File: src/cpmrt_pkg.sv
// Package: constants for clock, power mode, reset and timer control
package cpmrt_pkg;
   // ------------------------------------------------------------
   // Register byte offsets (APB, one aligned word each)
   // ------------------------------------------------------------
   localparam logic [7:0] CPMRT_CTRL = 8'h00;
   localparam logic [7:0] CPMRT_MODE = 8'h04;
   localparam logic [7:0] CPMRT_RSTS = 8'h08;
   localparam logic [7:0] CPMRT_TSEC = 8'h0c;
   localparam logic [7:0] CPMRT_TFRC = 8'h10;
   localparam logic [7:0] CPMRT_TALM = 8'h14;
   localparam logic [7:0] CPMRT_PCTL = 8'h18;
   localparam logic [7:0] CPMRT_PMOD = 8'h1c;
   localparam logic [7:0] CPMRT_PCNT = 8'h20;
   localparam logic [7:0] CPMRT_WCTL = 8'h24;
   localparam logic [7:0] CPMRT_WSRV = 8'h28;
   localparam logic [7:0] CPMRT_PERI = 8'h2c;
   localparam logic [7:0] CPMRT_DOZE = 8'h30;
   // ------------------------------------------------------------
   // Prescaler taps and service keys
   // ------------------------------------------------------------
   localparam int CPMRT_TOD_DIV = 128;
   localparam int CPMRT_PIT_DIV = 4;
   localparam int CPMRT_WD_DIV = 16384;
   localparam int CPMRT_PRE_W = 14;
   localparam logic [15:0] CPMRT_WKEY1 = 16'h5555;
   localparam logic [15:0] CPMRT_WKEY2 = 16'haaaa;
   localparam logic [5:0] CPMRT_WD_RST = 6'h3f;
   // Low-power mode indicator encodings
   typedef enum logic [1:0] {
      CPMRT_RUN = 2'b00,
      CPMRT_WAIT = 2'b01,
      CPMRT_DOZE_M = 2'b10,
      CPMRT_STOP = 2'b11
   } cpmrt_mode_t;
   // Clock output selections
   localparam logic [1:0] CPMRT_CO_OFF = 2'b00;
   localparam logic [1:0] CPMRT_CO_FAST = 2'b01;
   localparam logic [1:0] CPMRT_CO_SLOW = 2'b10;
endpackage

File: src/cpmrt_top.sv
// Clock generation, power mode, reset status and timer control block
// Summary of operation
// - Fast reference from pin, slow clock from crystal; both enter here.
// - Peripherals get slow or prescaled slow clock enables, synchronized.
// - Each peripheral clock enable is gated independently of the processor.
// - Clock output selects fast clock, slow clock or off.
// - Four modes drive distinct codes on the mode indicator pins.
// - Run mode enables the processor clock and each peripheral clock set in peri_on.
// - Each power-saving mode starts from its own processor instruction request.
// - Power-saving modes halt the processor until interrupt or reset.
// - Time-of-day timer keeps counting in every mode.
// - Wait halts only the processor clock; any interrupt wakes.
// - Doze keeps peripherals per programmed mask; their interrupts wake.
// - Stop halts most clocks; periodic timer and watchdog optionally run.
// - Peripheral control registers are kept through stop mode.
// - Four reset sources each set their own status bit.
// - Clock output is disabled by reset until software re-enables it.
// - Time-of-day timer advances on slow clock divided by 128.
// - Time-of-day holds 32-bit seconds and 1/256 second fractions.
// - Time-of-day alarm wakes from doze and stop; wait wakes on it only through irq_any.
// - Periodic timer on slow/4, reload or free-run, polled or interrupt.
// - Watchdog on slow/16384 with 6-bit time-out count.
// - Each completed service sequence reloads the watchdog count.
//
// The placing of the registers and the APB slave port were left to the implementer.
`timescale 1ns/100ps
module cpmrt_top #(
   parameter int NPERI = 8
) (
   // Clock, reset, enable
   input wire logic pclk,
   input wire logic presetn,
   input wire logic clk_en,
   // APB slave
   input wire logic psel,
   input wire logic penable,
   input wire logic pwrite,
   input wire logic [7:0] paddr,
   input wire logic [31:0] pwdata,
   output logic [31:0] prdata,
   output logic pready,
   output logic pslverr,
   // Clock sources, already sampled in the pclk domain
   input wire logic fast_reference_clock,
   input wire logic slow_crystal_clock,
   // Reset sources
   input wire logic low_voltage_reset,
   input wire logic external_reset,
   input wire logic power_on_reset,
   // Processor interface
   input wire logic [1:0] lp_instr,
   input wire logic lp_instr_valid,
   input wire logic irq_any,
   input wire logic [NPERI-1:0] peri_irq,
   // Outputs
   output logic cpu_clk_en,
   output logic [NPERI-1:0] peri_clk_en,
   output logic slow_tick,
   output logic pre_tick,
   output logic clock_output_pin,
   output logic [1:0] power_mode_indicator_pins,
   output logic system_reset,
   output logic tod_alarm_irq,
   output logic pit_irq
);
   import cpmrt_pkg::*;

   // Enables and masks are read back as one 32-bit word, so wider sets cannot be served
   if (NPERI < 1 || NPERI > 32) begin : g_bad_nperi
      $error("NPERI must be 1..32");
   end

   // ------------------------------------------------------------
   // Slow clock edge detect and prescaler
   // ------------------------------------------------------------
   logic slow_q;
   logic [CPMRT_PRE_W-1:0] pre;
   wire slow_rise = slow_crystal_clock & ~slow_q;
   wire [CPMRT_PRE_W-1:0] pre_next = pre + 1'b1;
   wire tod_tick = slow_rise && pre[6:0] == 7'h7f;
   wire pit_tick = slow_rise && pre[1:0] == 2'h3;
   wire wd_tick = slow_rise && pre == {CPMRT_PRE_W{1'b1}};

   // Synchronized slow edge and prescaler counter, free-running in all modes
   always_ff @(posedge pclk or negedge presetn) begin
      if (!presetn) begin
         slow_q <= 1'b0;
         pre <= '0;
      end else if (clk_en) begin
         slow_q <= slow_crystal_clock;
         if (slow_rise) pre <= pre_next;
      end
   end

   // ------------------------------------------------------------
   // Registers
   // ------------------------------------------------------------
   cpmrt_mode_t mode;
   logic [1:0] co_sel;
   logic [3:0] rst_stat;
   logic [31:0] tod_sec;
   logic [7:0] tod_frac;
   logic [31:0] alm_sec;
   logic alm_en, alm_flag;
   logic pit_en, pit_free, pit_ie, pit_stop_run, pit_flag;
   logic [15:0] pit_mod, pit_cnt;
   logic wd_en, wd_stop_run, wd_key1;
   logic [5:0] wd_load, wd_cnt;
   logic [NPERI-1:0] peri_on, doze_keep;

   wire wr = psel & penable & pwrite & clk_en;
   wire rd_acc = psel & penable & ~pwrite;
   wire known = paddr <= CPMRT_DOZE && paddr[1:0] == 2'b00;
   wire w_ctrl = wr && paddr == CPMRT_CTRL;
   wire w_rsts = wr && paddr == CPMRT_RSTS;
   wire w_tsec = wr && paddr == CPMRT_TSEC;
   wire w_talm = wr && paddr == CPMRT_TALM;
   wire w_pctl = wr && paddr == CPMRT_PCTL;
   wire w_pmod = wr && paddr == CPMRT_PMOD;
   wire w_wctl = wr && paddr == CPMRT_WCTL;
   wire w_wsrv = wr && paddr == CPMRT_WSRV;
   wire w_peri = wr && paddr == CPMRT_PERI;
   wire w_doze = wr && paddr == CPMRT_DOZE;

   // Wake: any interrupt in wait; kept peripheral interrupts in doze; timers in stop
   wire doze_wake = |(peri_irq & doze_keep);
   wire stop_wake = (pit_irq & pit_stop_run) | tod_alarm_irq;
   wire wake = (mode == CPMRT_WAIT && irq_any) ||
               (mode == CPMRT_DOZE_M && (doze_wake || tod_alarm_irq)) ||
               (mode == CPMRT_STOP && stop_wake);
   wire in_stop = mode == CPMRT_STOP;

   // ------------------------------------------------------------
   // Power mode sequencing
   // ------------------------------------------------------------
   always_ff @(posedge pclk or negedge presetn) begin
      if (!presetn) begin
         mode <= CPMRT_RUN;
      end else if (clk_en) begin
         if (system_reset) begin
            mode <= CPMRT_RUN;
         end else if (mode != CPMRT_RUN) begin
            if (wake) mode <= CPMRT_RUN;
         end else if (lp_instr_valid && lp_instr != CPMRT_RUN) begin
            mode <= cpmrt_mode_t'(lp_instr);
         end
      end
   end

   // Control: clock output select and peripheral enables (kept through stop)
   always_ff @(posedge pclk or negedge presetn) begin
      if (!presetn) begin
         co_sel <= CPMRT_CO_OFF;
         peri_on <= '1;
         doze_keep <= '0;
      end else if (clk_en) begin
         if (system_reset) co_sel <= CPMRT_CO_OFF;
         else if (w_ctrl) co_sel <= pwdata[1:0];
         if (w_peri) peri_on <= pwdata[NPERI-1:0];
         if (w_doze) doze_keep <= pwdata[NPERI-1:0];
      end
   end

   // ------------------------------------------------------------
   // Reset source status; software writes ones to clear, set wins
   // ------------------------------------------------------------
   wire wd_expire = wd_en && wd_tick && wd_cnt == 6'h00 &&
                    !(in_stop && !wd_stop_run);
   wire [3:0] rst_src = {wd_expire, power_on_reset, external_reset, low_voltage_reset};
   always_ff @(posedge pclk or negedge presetn) begin
      if (!presetn) begin
         rst_stat <= 4'h0;
         system_reset <= 1'b0;
      end else if (clk_en) begin
         rst_stat <= (rst_stat & ~({4{w_rsts}} & pwdata[3:0])) | rst_src;
         system_reset <= |rst_src;
      end
   end

   // ------------------------------------------------------------
   // Time-of-day timer with alarm; never gated by mode
   // ------------------------------------------------------------
   always_ff @(posedge pclk or negedge presetn) begin
      if (!presetn) begin
         tod_sec <= 32'h0;
         tod_frac <= 8'h00;
         alm_sec <= 32'h0;
         alm_en <= 1'b0;
         alm_flag <= 1'b0;
      end else if (clk_en) begin
         if (w_tsec) begin
            tod_sec <= pwdata;
            tod_frac <= 8'h00;
         end else if (tod_tick) begin
            tod_frac <= tod_frac + 8'h01;
            if (tod_frac == 8'hff) tod_sec <= tod_sec + 32'h1;
         end
         if (w_talm) alm_sec <= pwdata;
         if (w_ctrl) alm_en <= pwdata[4];
         if (alm_en && tod_tick && tod_frac == 8'hff && tod_sec + 32'h1 == alm_sec)
            alm_flag <= 1'b1;
         else if (w_ctrl && pwdata[5]) alm_flag <= 1'b0;
      end
   end

   // ------------------------------------------------------------
   // Periodic interrupt timer
   // ------------------------------------------------------------
   wire pit_run = pit_en && pit_tick && !(in_stop && !pit_stop_run);
   wire pit_zero = pit_cnt == 16'h0000;
   always_ff @(posedge pclk or negedge presetn) begin
      if (!presetn) begin
         {pit_en, pit_free, pit_ie, pit_stop_run} <= 4'h0;
         pit_mod <= 16'hffff;
         pit_cnt <= 16'hffff;
         pit_flag <= 1'b0;
      end else if (clk_en) begin
         if (w_pctl) {pit_stop_run, pit_ie, pit_free, pit_en} <= pwdata[3:0];
         if (w_pmod) begin
            pit_mod <= pwdata[15:0];
            pit_cnt <= pwdata[15:0];
         end else if (pit_run) begin
            if (pit_zero && !pit_free) pit_cnt <= pit_mod;
            else pit_cnt <= pit_cnt - 16'h0001;
         end
         if (pit_run && pit_zero) pit_flag <= 1'b1;
         else if (w_pctl && pwdata[4]) pit_flag <= 1'b0;
      end
   end

   // ------------------------------------------------------------
   // Watchdog: two-key service sequence reloads the count
   // ------------------------------------------------------------
   wire wd_serve = w_wsrv && wd_key1 && pwdata[15:0] == CPMRT_WKEY2;
   always_ff @(posedge pclk or negedge presetn) begin
      if (!presetn) begin
         wd_en <= 1'b0;
         wd_stop_run <= 1'b0;
         wd_load <= CPMRT_WD_RST;
         wd_cnt <= CPMRT_WD_RST;
         wd_key1 <= 1'b0;
      end else if (clk_en) begin
         if (w_wctl) begin
            wd_load <= pwdata[5:0];
            wd_en <= pwdata[8];
            wd_stop_run <= pwdata[9];
         end
         if (w_wsrv) wd_key1 <= pwdata[15:0] == CPMRT_WKEY1;
         if (wd_serve || wd_expire) wd_cnt <= wd_load;
         else if (wd_en && wd_tick && !(in_stop && !wd_stop_run))
            wd_cnt <= wd_cnt - 6'h01;
      end
   end

   // ------------------------------------------------------------
   // Clock enables, pins and read data
   // ------------------------------------------------------------
   wire run_m = mode == CPMRT_RUN;
   wire [NPERI-1:0] next_peri =
      (run_m || mode == CPMRT_WAIT) ? peri_on :
      (mode == CPMRT_DOZE_M) ? (peri_on & doze_keep) : '0;
   wire next_co = co_sel == CPMRT_CO_FAST ? fast_reference_clock :
                  co_sel == CPMRT_CO_SLOW ? slow_crystal_clock : 1'b0;
   logic [31:0] rdmux;
   always_comb begin
      rdmux = 32'h0;
      unique case (paddr)
         CPMRT_CTRL: rdmux = {26'h0, alm_flag, alm_en, 2'h0, co_sel};
         CPMRT_MODE: rdmux = {30'h0, mode};
         CPMRT_RSTS: rdmux = {28'h0, rst_stat};
         CPMRT_TSEC: rdmux = tod_sec;
         CPMRT_TFRC: rdmux = {24'h0, tod_frac};
         CPMRT_TALM: rdmux = alm_sec;
         CPMRT_PCTL: rdmux = {27'h0, pit_flag, pit_stop_run, pit_ie, pit_free, pit_en};
         CPMRT_PMOD: rdmux = {16'h0, pit_mod};
         CPMRT_PCNT: rdmux = {16'h0, pit_cnt};
         CPMRT_WCTL: rdmux = {10'h0, wd_cnt, 6'h0, wd_stop_run, wd_en, 2'h0, wd_load};
         CPMRT_PERI: rdmux = 32'(peri_on);
         CPMRT_DOZE: rdmux = 32'(doze_keep);
         default: rdmux = 32'h0;
      endcase
   end

   // Registered outputs; pready answers in the first access cycle
   always_ff @(posedge pclk or negedge presetn) begin
      if (!presetn) begin
         cpu_clk_en <= 1'b1;
         peri_clk_en <= '1;
         slow_tick <= 1'b0;
         pre_tick <= 1'b0;
         clock_output_pin <= 1'b0;
         power_mode_indicator_pins <= CPMRT_RUN;
         tod_alarm_irq <= 1'b0;
         pit_irq <= 1'b0;
         prdata <= 32'h0;
         pready <= 1'b0;
         pslverr <= 1'b0;
      end else if (clk_en) begin
         cpu_clk_en <= run_m && !(lp_instr_valid && lp_instr != CPMRT_RUN);
         peri_clk_en <= next_peri & {NPERI{~system_reset}};
         slow_tick <= slow_rise && !in_stop;
         pre_tick <= pit_tick && !in_stop;
         clock_output_pin <= next_co && !system_reset && !in_stop;
         power_mode_indicator_pins <= mode;
         tod_alarm_irq <= alm_flag;
         pit_irq <= pit_flag && pit_ie;
         pready <= psel && !penable;
         pslverr <= psel && !penable && !known;
         prdata <= (psel && !penable && !pwrite && known) ? rdmux : 32'h0;
      end
   end
   wire unused_ok = rd_acc;
endmodule

File: config.mk
export PLATFORM = sky130hd
export DESIGN_NAME = cpmrt_top
export DESIGN_NICKNAME = d
export VERILOG_FILES = /design/src/cpmrt_pkg.sv /design/src/cpmrt_top.sv
export SDC_FILE = /design/constraint.sdc
export NUM_CORES = 1
export LEC_CHECK = 0
export BUFFER_PORTS_ARGS = -buffer_cell sky130_fd_sc_hd__buf_4
export CAP_MARGIN = 20
export CORE_ASPECT_RATIO = 1.4
export CORE_MARGIN = 1
export CORE_UTILIZATION = 54
export DETAILED_ROUTE_END_ITERATION = 7
export MAX_ROUTING_LAYER = met4
export PLACE_DENSITY = 0.76
export SLEW_MARGIN = 30
export SYNTH_ARGS = -nofsm -noshare
export SYNTH_HDL_FRONTEND = slang
export SYNTH_SLANG_ARGS = --single-unit
File: constraint.sdc
create_clock -name pclk -period 2.4 [get_ports pclk]
set_input_delay 0.72 -clock pclk [delete_from_list [all_inputs] [get_ports pclk]]
set_output_delay 0.72 -clock pclk [all_outputs]
set_load 0.01 [all_outputs]
# Word-level counts from Yosys, hierarchy flattened
# Cells that the tools add are included.
# totals
regBits	216
# op_classes
add_sub_neg	5
magnitude_cmp	1
n_eq_ne	25
n_mux	26
bitwise	15
n_reduce_logical	95
# ops
cell	count
$pmux W32 S12	1
$mux W32	4
$mux W16	3
$logic_and A1 B1 Y1	45
$eq A8 B6 Y1 const B	5
$add A32 B1 Y32 const B	1
$eq A32 B32 Y1	1
$eq A8 B5 Y1 const B	4
$mux W8	4
$reduce_and A2 Y1	15
$and A8 B8 Y8	3
$reduce_bool A2 Y1	9
$eq A16 B15 Y1 const B	1
$eq A16 B16 Y1 const B	1
$eq A8 B4 Y1 const B	2
$logic_not A16 Y1	1
$sub A16 B1 Y16 const B	1
$add A14 B1 Y14 const B	1
$eq A14 B14 Y1 const B	1
$mux W2	6
$mux W6	2
$logic_not A1 Y1	11
$add A8 B1 Y8 const B	1
$and A4 B4 Y4	2
other kinds (22)	42

# Depth between registers and ports, before layout
# depth
ltp_word	9
depth_mapped	10
mapped_depth_nobuf	9

# Least setup slack after synthesis
# No wires, ideal clock.
# synth_path
path_type	input to register
startpoint	input clk_en
endpoint	register tod_sec[14]
setup_time_ps	131
arrival_ps	2294
required_time_ps	2269
setup_slack_ps	-25
stages	8
n_path_buf	2
path_cell_list	buf_4 nand4b_2 or4_4 nor2_4 buf_2 nand3_1 xor2_1 o21ai_1
# synth_between
elab_chain_len	4
word_cells_on_any_way	6
# synth_lines
item	line_no	source
start: declaration	cpmrt_top.sv:33	input wire logic clk_en,
$and A1 B1 Y1	cpmrt_top.sv:111	wire wr = psel & penable & pwrite & clk_en;
$logic_and A1 B1 Y1	cpmrt_top.sv:116	wire w_tsec = wr && paddr == CPMRT_TSEC;
$reduce_bool A2 Y1 (no source line)	-	
$reduce_and A3 Y1 (no source line)	-	
end signal: assignment	cpmrt_top.sv:192	tod_sec <= pwdata;
end signal: assignment	cpmrt_top.sv:196	if (tod_frac == 8'hff) tod_sec <= tod_sec + 32'h1;
end: declaration	cpmrt_top.sv:101	logic [31:0] tod_sec;
# Parallel ways exist; a longest one is shown, timed or not.
# A chain may end at the register's enable or synchronous reset.

# Final worst setup path
# layout_path
startpoint	register tod_sec[1]
endpoint	register alm_flag
# layout_between
elab_chain_len	5
word_cells_on_any_way	6
# layout_lines
item	line_no	source
$add A32 B1 Y32 *	cpmrt_top.sv:200	if (alm_en && tod_tick && tod_frac == 8'hff && tod_sec + 32'h1 == alm_sec)
$eq A32 B32 Y1 *	cpmrt_top.sv:200	
$logic_and A1 B1 Y1 *	cpmrt_top.sv:200	
$reduce_bool A2 Y1 (no source line)	-	
$reduce_and A2 Y1 (no source line)	-	
end signal: assignment	cpmrt_top.sv:189	alm_flag <= 1'b0;
end signal: assignment	cpmrt_top.sv:201	alm_flag <= 1'b1;
end signal: assignment	cpmrt_top.sv:202	else if (w_ctrl && pwdata[5]) alm_flag <= 1'b0;
end: declaration	cpmrt_top.sv:104	logic alm_en, alm_flag;
# Every way passes the cells marked *; elsewhere a longest branch is shown, timed or not.

==> results.yml <==
global_routing:
  gr-total-overflow: 0
  grt_antenna_before_repair: 0
  grt_pass1_vias: 10700
  met2_usage: 0.577
  grtUsageMet3: 0.0375
  grt_busiest_layer: "met2"
  grt_pass1_wl_um: 58100
  grt_max_degree: 73
  grt.total_usage: 0.346
  grt_use_met1: 0.406
synth:
  syn_area_per_cell_um2: 9.79
  synth_nets: 1272
  ys_ff_latch: 216
  ys_warn_count: 0
  synth.distinct_cells: 79
  seq_area_frac_synth: 0.465
  async_flop_share: 1.00
  synth_area_um2: 11800
  synthFlopType: "dfrtp_1"
  ys_top_cells_by_area: "dfrtp_1 (33%), dfstp_2 (14%), mux2_2 (6.0%)"
  synth_top_cell_by_area: "dfrtp_1"
  synth_edf_count: 0
  yosys.area.top_type_share: 0.329
  syn_inst: 1204
outcome:
  status: "complete, no violations"
pwr:
  power_leakage_nw: 6.53
  peakVddDrop_v: 0.000467
  power_density_nw_per_um2: 542
critical_path:
  worstSetupStartpointType: "flip-flop"
  ff2ff_path_depth: 8
  critPathKind: "reg -> reg"
  critPathMaxFanout: 4
  path_cells: "ha_1 > and3_2 > and2_2 > nand4b_4 > or4b_1 > o31ai_1 > nand3_1 > o31ai_2"
  path_buf_inv: 0
  critPathCaptureType: "flip-flop"
  reg2reg_slack_ns: 0.05
  cp.required_ns: 2.83
  crit_family: "simple AND/OR/NAND/NOR gates"
  max_stage_delay_ns: 0.52
  r2r-start: "tod_sec[1]"
  critPathSlowestCell: "or4b_1"
  cp-startpoint: "tod_sec[1]"
  crit-reg2reg-capture: "alm_flag"
  crit_arrival_ns: 2.78
clock_tree:
  cts_sinks: 216
  ctsHoldBuffers: 0
  htreeDepth: 1
  cts_tree: "done"
  cts_root_buf: "clkbuf_16"
  clk_latency_ns: 0.52
  numCtsBuffers: 22
  clk_path_buf_depth: 3
  cts.clk_slew.worst_paths_ns: 0.06
routing:
  viasPerCell: 6.29
  wl_um: 37300
  vias: 10700
  drtIter0Drc: 926
  drtPass1Iterations: 6
  wire_per_inst_um: 22.0
  drc: 0
  ant_nets: 0
sta:
  fin_ws_ns: 0.0469
  fin_skew_ns: 0.0162
  period_share: 0.980
  layout_min_cycle_time_ns: 2.35
  relSlewSlack: 0.650
  drv_slew: 0
  tns_ns: 0
  tightest_slew_ns: 0.526
  timing.fmax_mhz: 425
  setup_violations: 0
  hold_viol_final: 0
die:
  die_x_um: 127
  core_um2: 21300
  die-area_um2: 22400
  die_y_um: 177
  initial_core_util: 0.554
  io_pins: 114
  rows: 63
placed_design:
  gp_congestion: 1.03
  post-dp-hpwl_um: 27400
  port_buffers: 113
  pre_cts_ws_ns: -0.256
  placed_cells: 1656
cells_and_area:
  diodes: 0
  layout_commonest_cell: "buf_4"
  area_growth_pct: 25.1
  layout_common_cells: "buf_4 (251), dfrtp_1 (155), nand2_1 (147), mux2_2 (63), dfstp_2 (61)"
  layout-drive-gt1-share: 0.318
  nFillCells: 1701
  layout.nets: 1491
  final_cells: 1699
run:
  drv_cap: 0
min_path:
  hold_class: "in -> async"
[per-layer routing]
metal | up-vias | share of wire | wire length, µm
met5 | - | 0 | 0
met2 | 500 | 0.50 | 18500
met1 | 5239 | 0.38 | 14200
li1 | 4804 | - | -
met3 | 139 | 0.060 | 2250
met4 | 0 | 0.061 | 2290
[cells in the mapped netlist, types with 8 or more instances]
master,n
dfrtp_1,155
nand2_1,147
mux2_2,63
dfstp_2,61
nor2_1,61
inv_1,58
xnor2_1,54
o21ai_0,47
xor2_1,47
o21ai_1,46
clkbuf_1,37
o22ai_1,37
a21oi_1,34
nand4_1,31
nand3_1,30
a22oi_1,27
a22o_1,21
nor3_1,20
and3_1,19
buf_2,19
a221oi_1,13
a222oi_1,13
nor4_1,11
o2bb2ai_1,9
nand3b_1,8
[sequential cells by signal, indices dropped and copies added, names as in the netlist, 6 cells and up]
register and count:
alm_sec 32, tod_sec 32, doze_keep 8, peri_on 8, pit_mod 16, peri_clk_en 8
wd_cnt 6, pit_cnt 16, prdata 32, tod_frac 8, wd_load 6, pre 14
[area by class of cell]
cell class,instances,area (µm²),share of cell area
clock buffer,37,709,0.0481
clock inverter,3,40.0,0.00271
inverter,59,221,0.0150
multi-input combinational,857,5780,0.392
sequential,216,5480,0.372
tap,260,325,0.0221
timing repair buffer,267,2190,0.149
[cell families after synthesis]
group           after synthesis  synth area share
simple gates                393             0.178
buf+inv                     131            0.0475
xor+xnor                    101            0.0750
fa+ha+maj                     5           0.00531
compound gates              288             0.163
flops                       216             0.465
mux                          70            0.0661
[power breakdown]
part / internal (mW) / switching (mW) / leakage, nW
sequential: 3.73 / 0.0839 / 2.76
clock: 2.12 / 1.44 / 0.369
combinational: 0.282 / 0.345 / 3.40
total: 6.13 / 1.87 / 6.53
[worst max-delay path by stage]
stage / end / cells after the start / slack, ns
floorplan: doze_keep[0] / 6 / 0.006
global placement: prdata[3] / 8 / -0.23
detailed placement: wd_cnt[5] / 9 / -0.26
CTS: wd_cnt[3] / 10 / 0.02
global route: tod_sec[6] / 9 / -0.03
finish: alm_flag / 8 / 0.05
[what timing repair did]
item                                    4_1_cts  5_1_grt
pin swaps                                     0        1
buffers inserted                              0        3
endpoints found under the setup margin        1       25
resized for setup                             1        7
[through the flow]
stage                     cell area (µm²)  total power [mW]  utilization  hold slack [ns]
after floorplan                     11800              4.08            -            0.424
after CTS                           14700              7.98        0.690            0.127
after global routing                14700              8.24        0.693            0.133
after detailed placement            13900              4.45        0.655            0.463
after global placement              13900              4.44        0.655            0.456
final                               14700              8.00        0.693            0.124
Note: power is estimated with default switching activity, not from simulation.
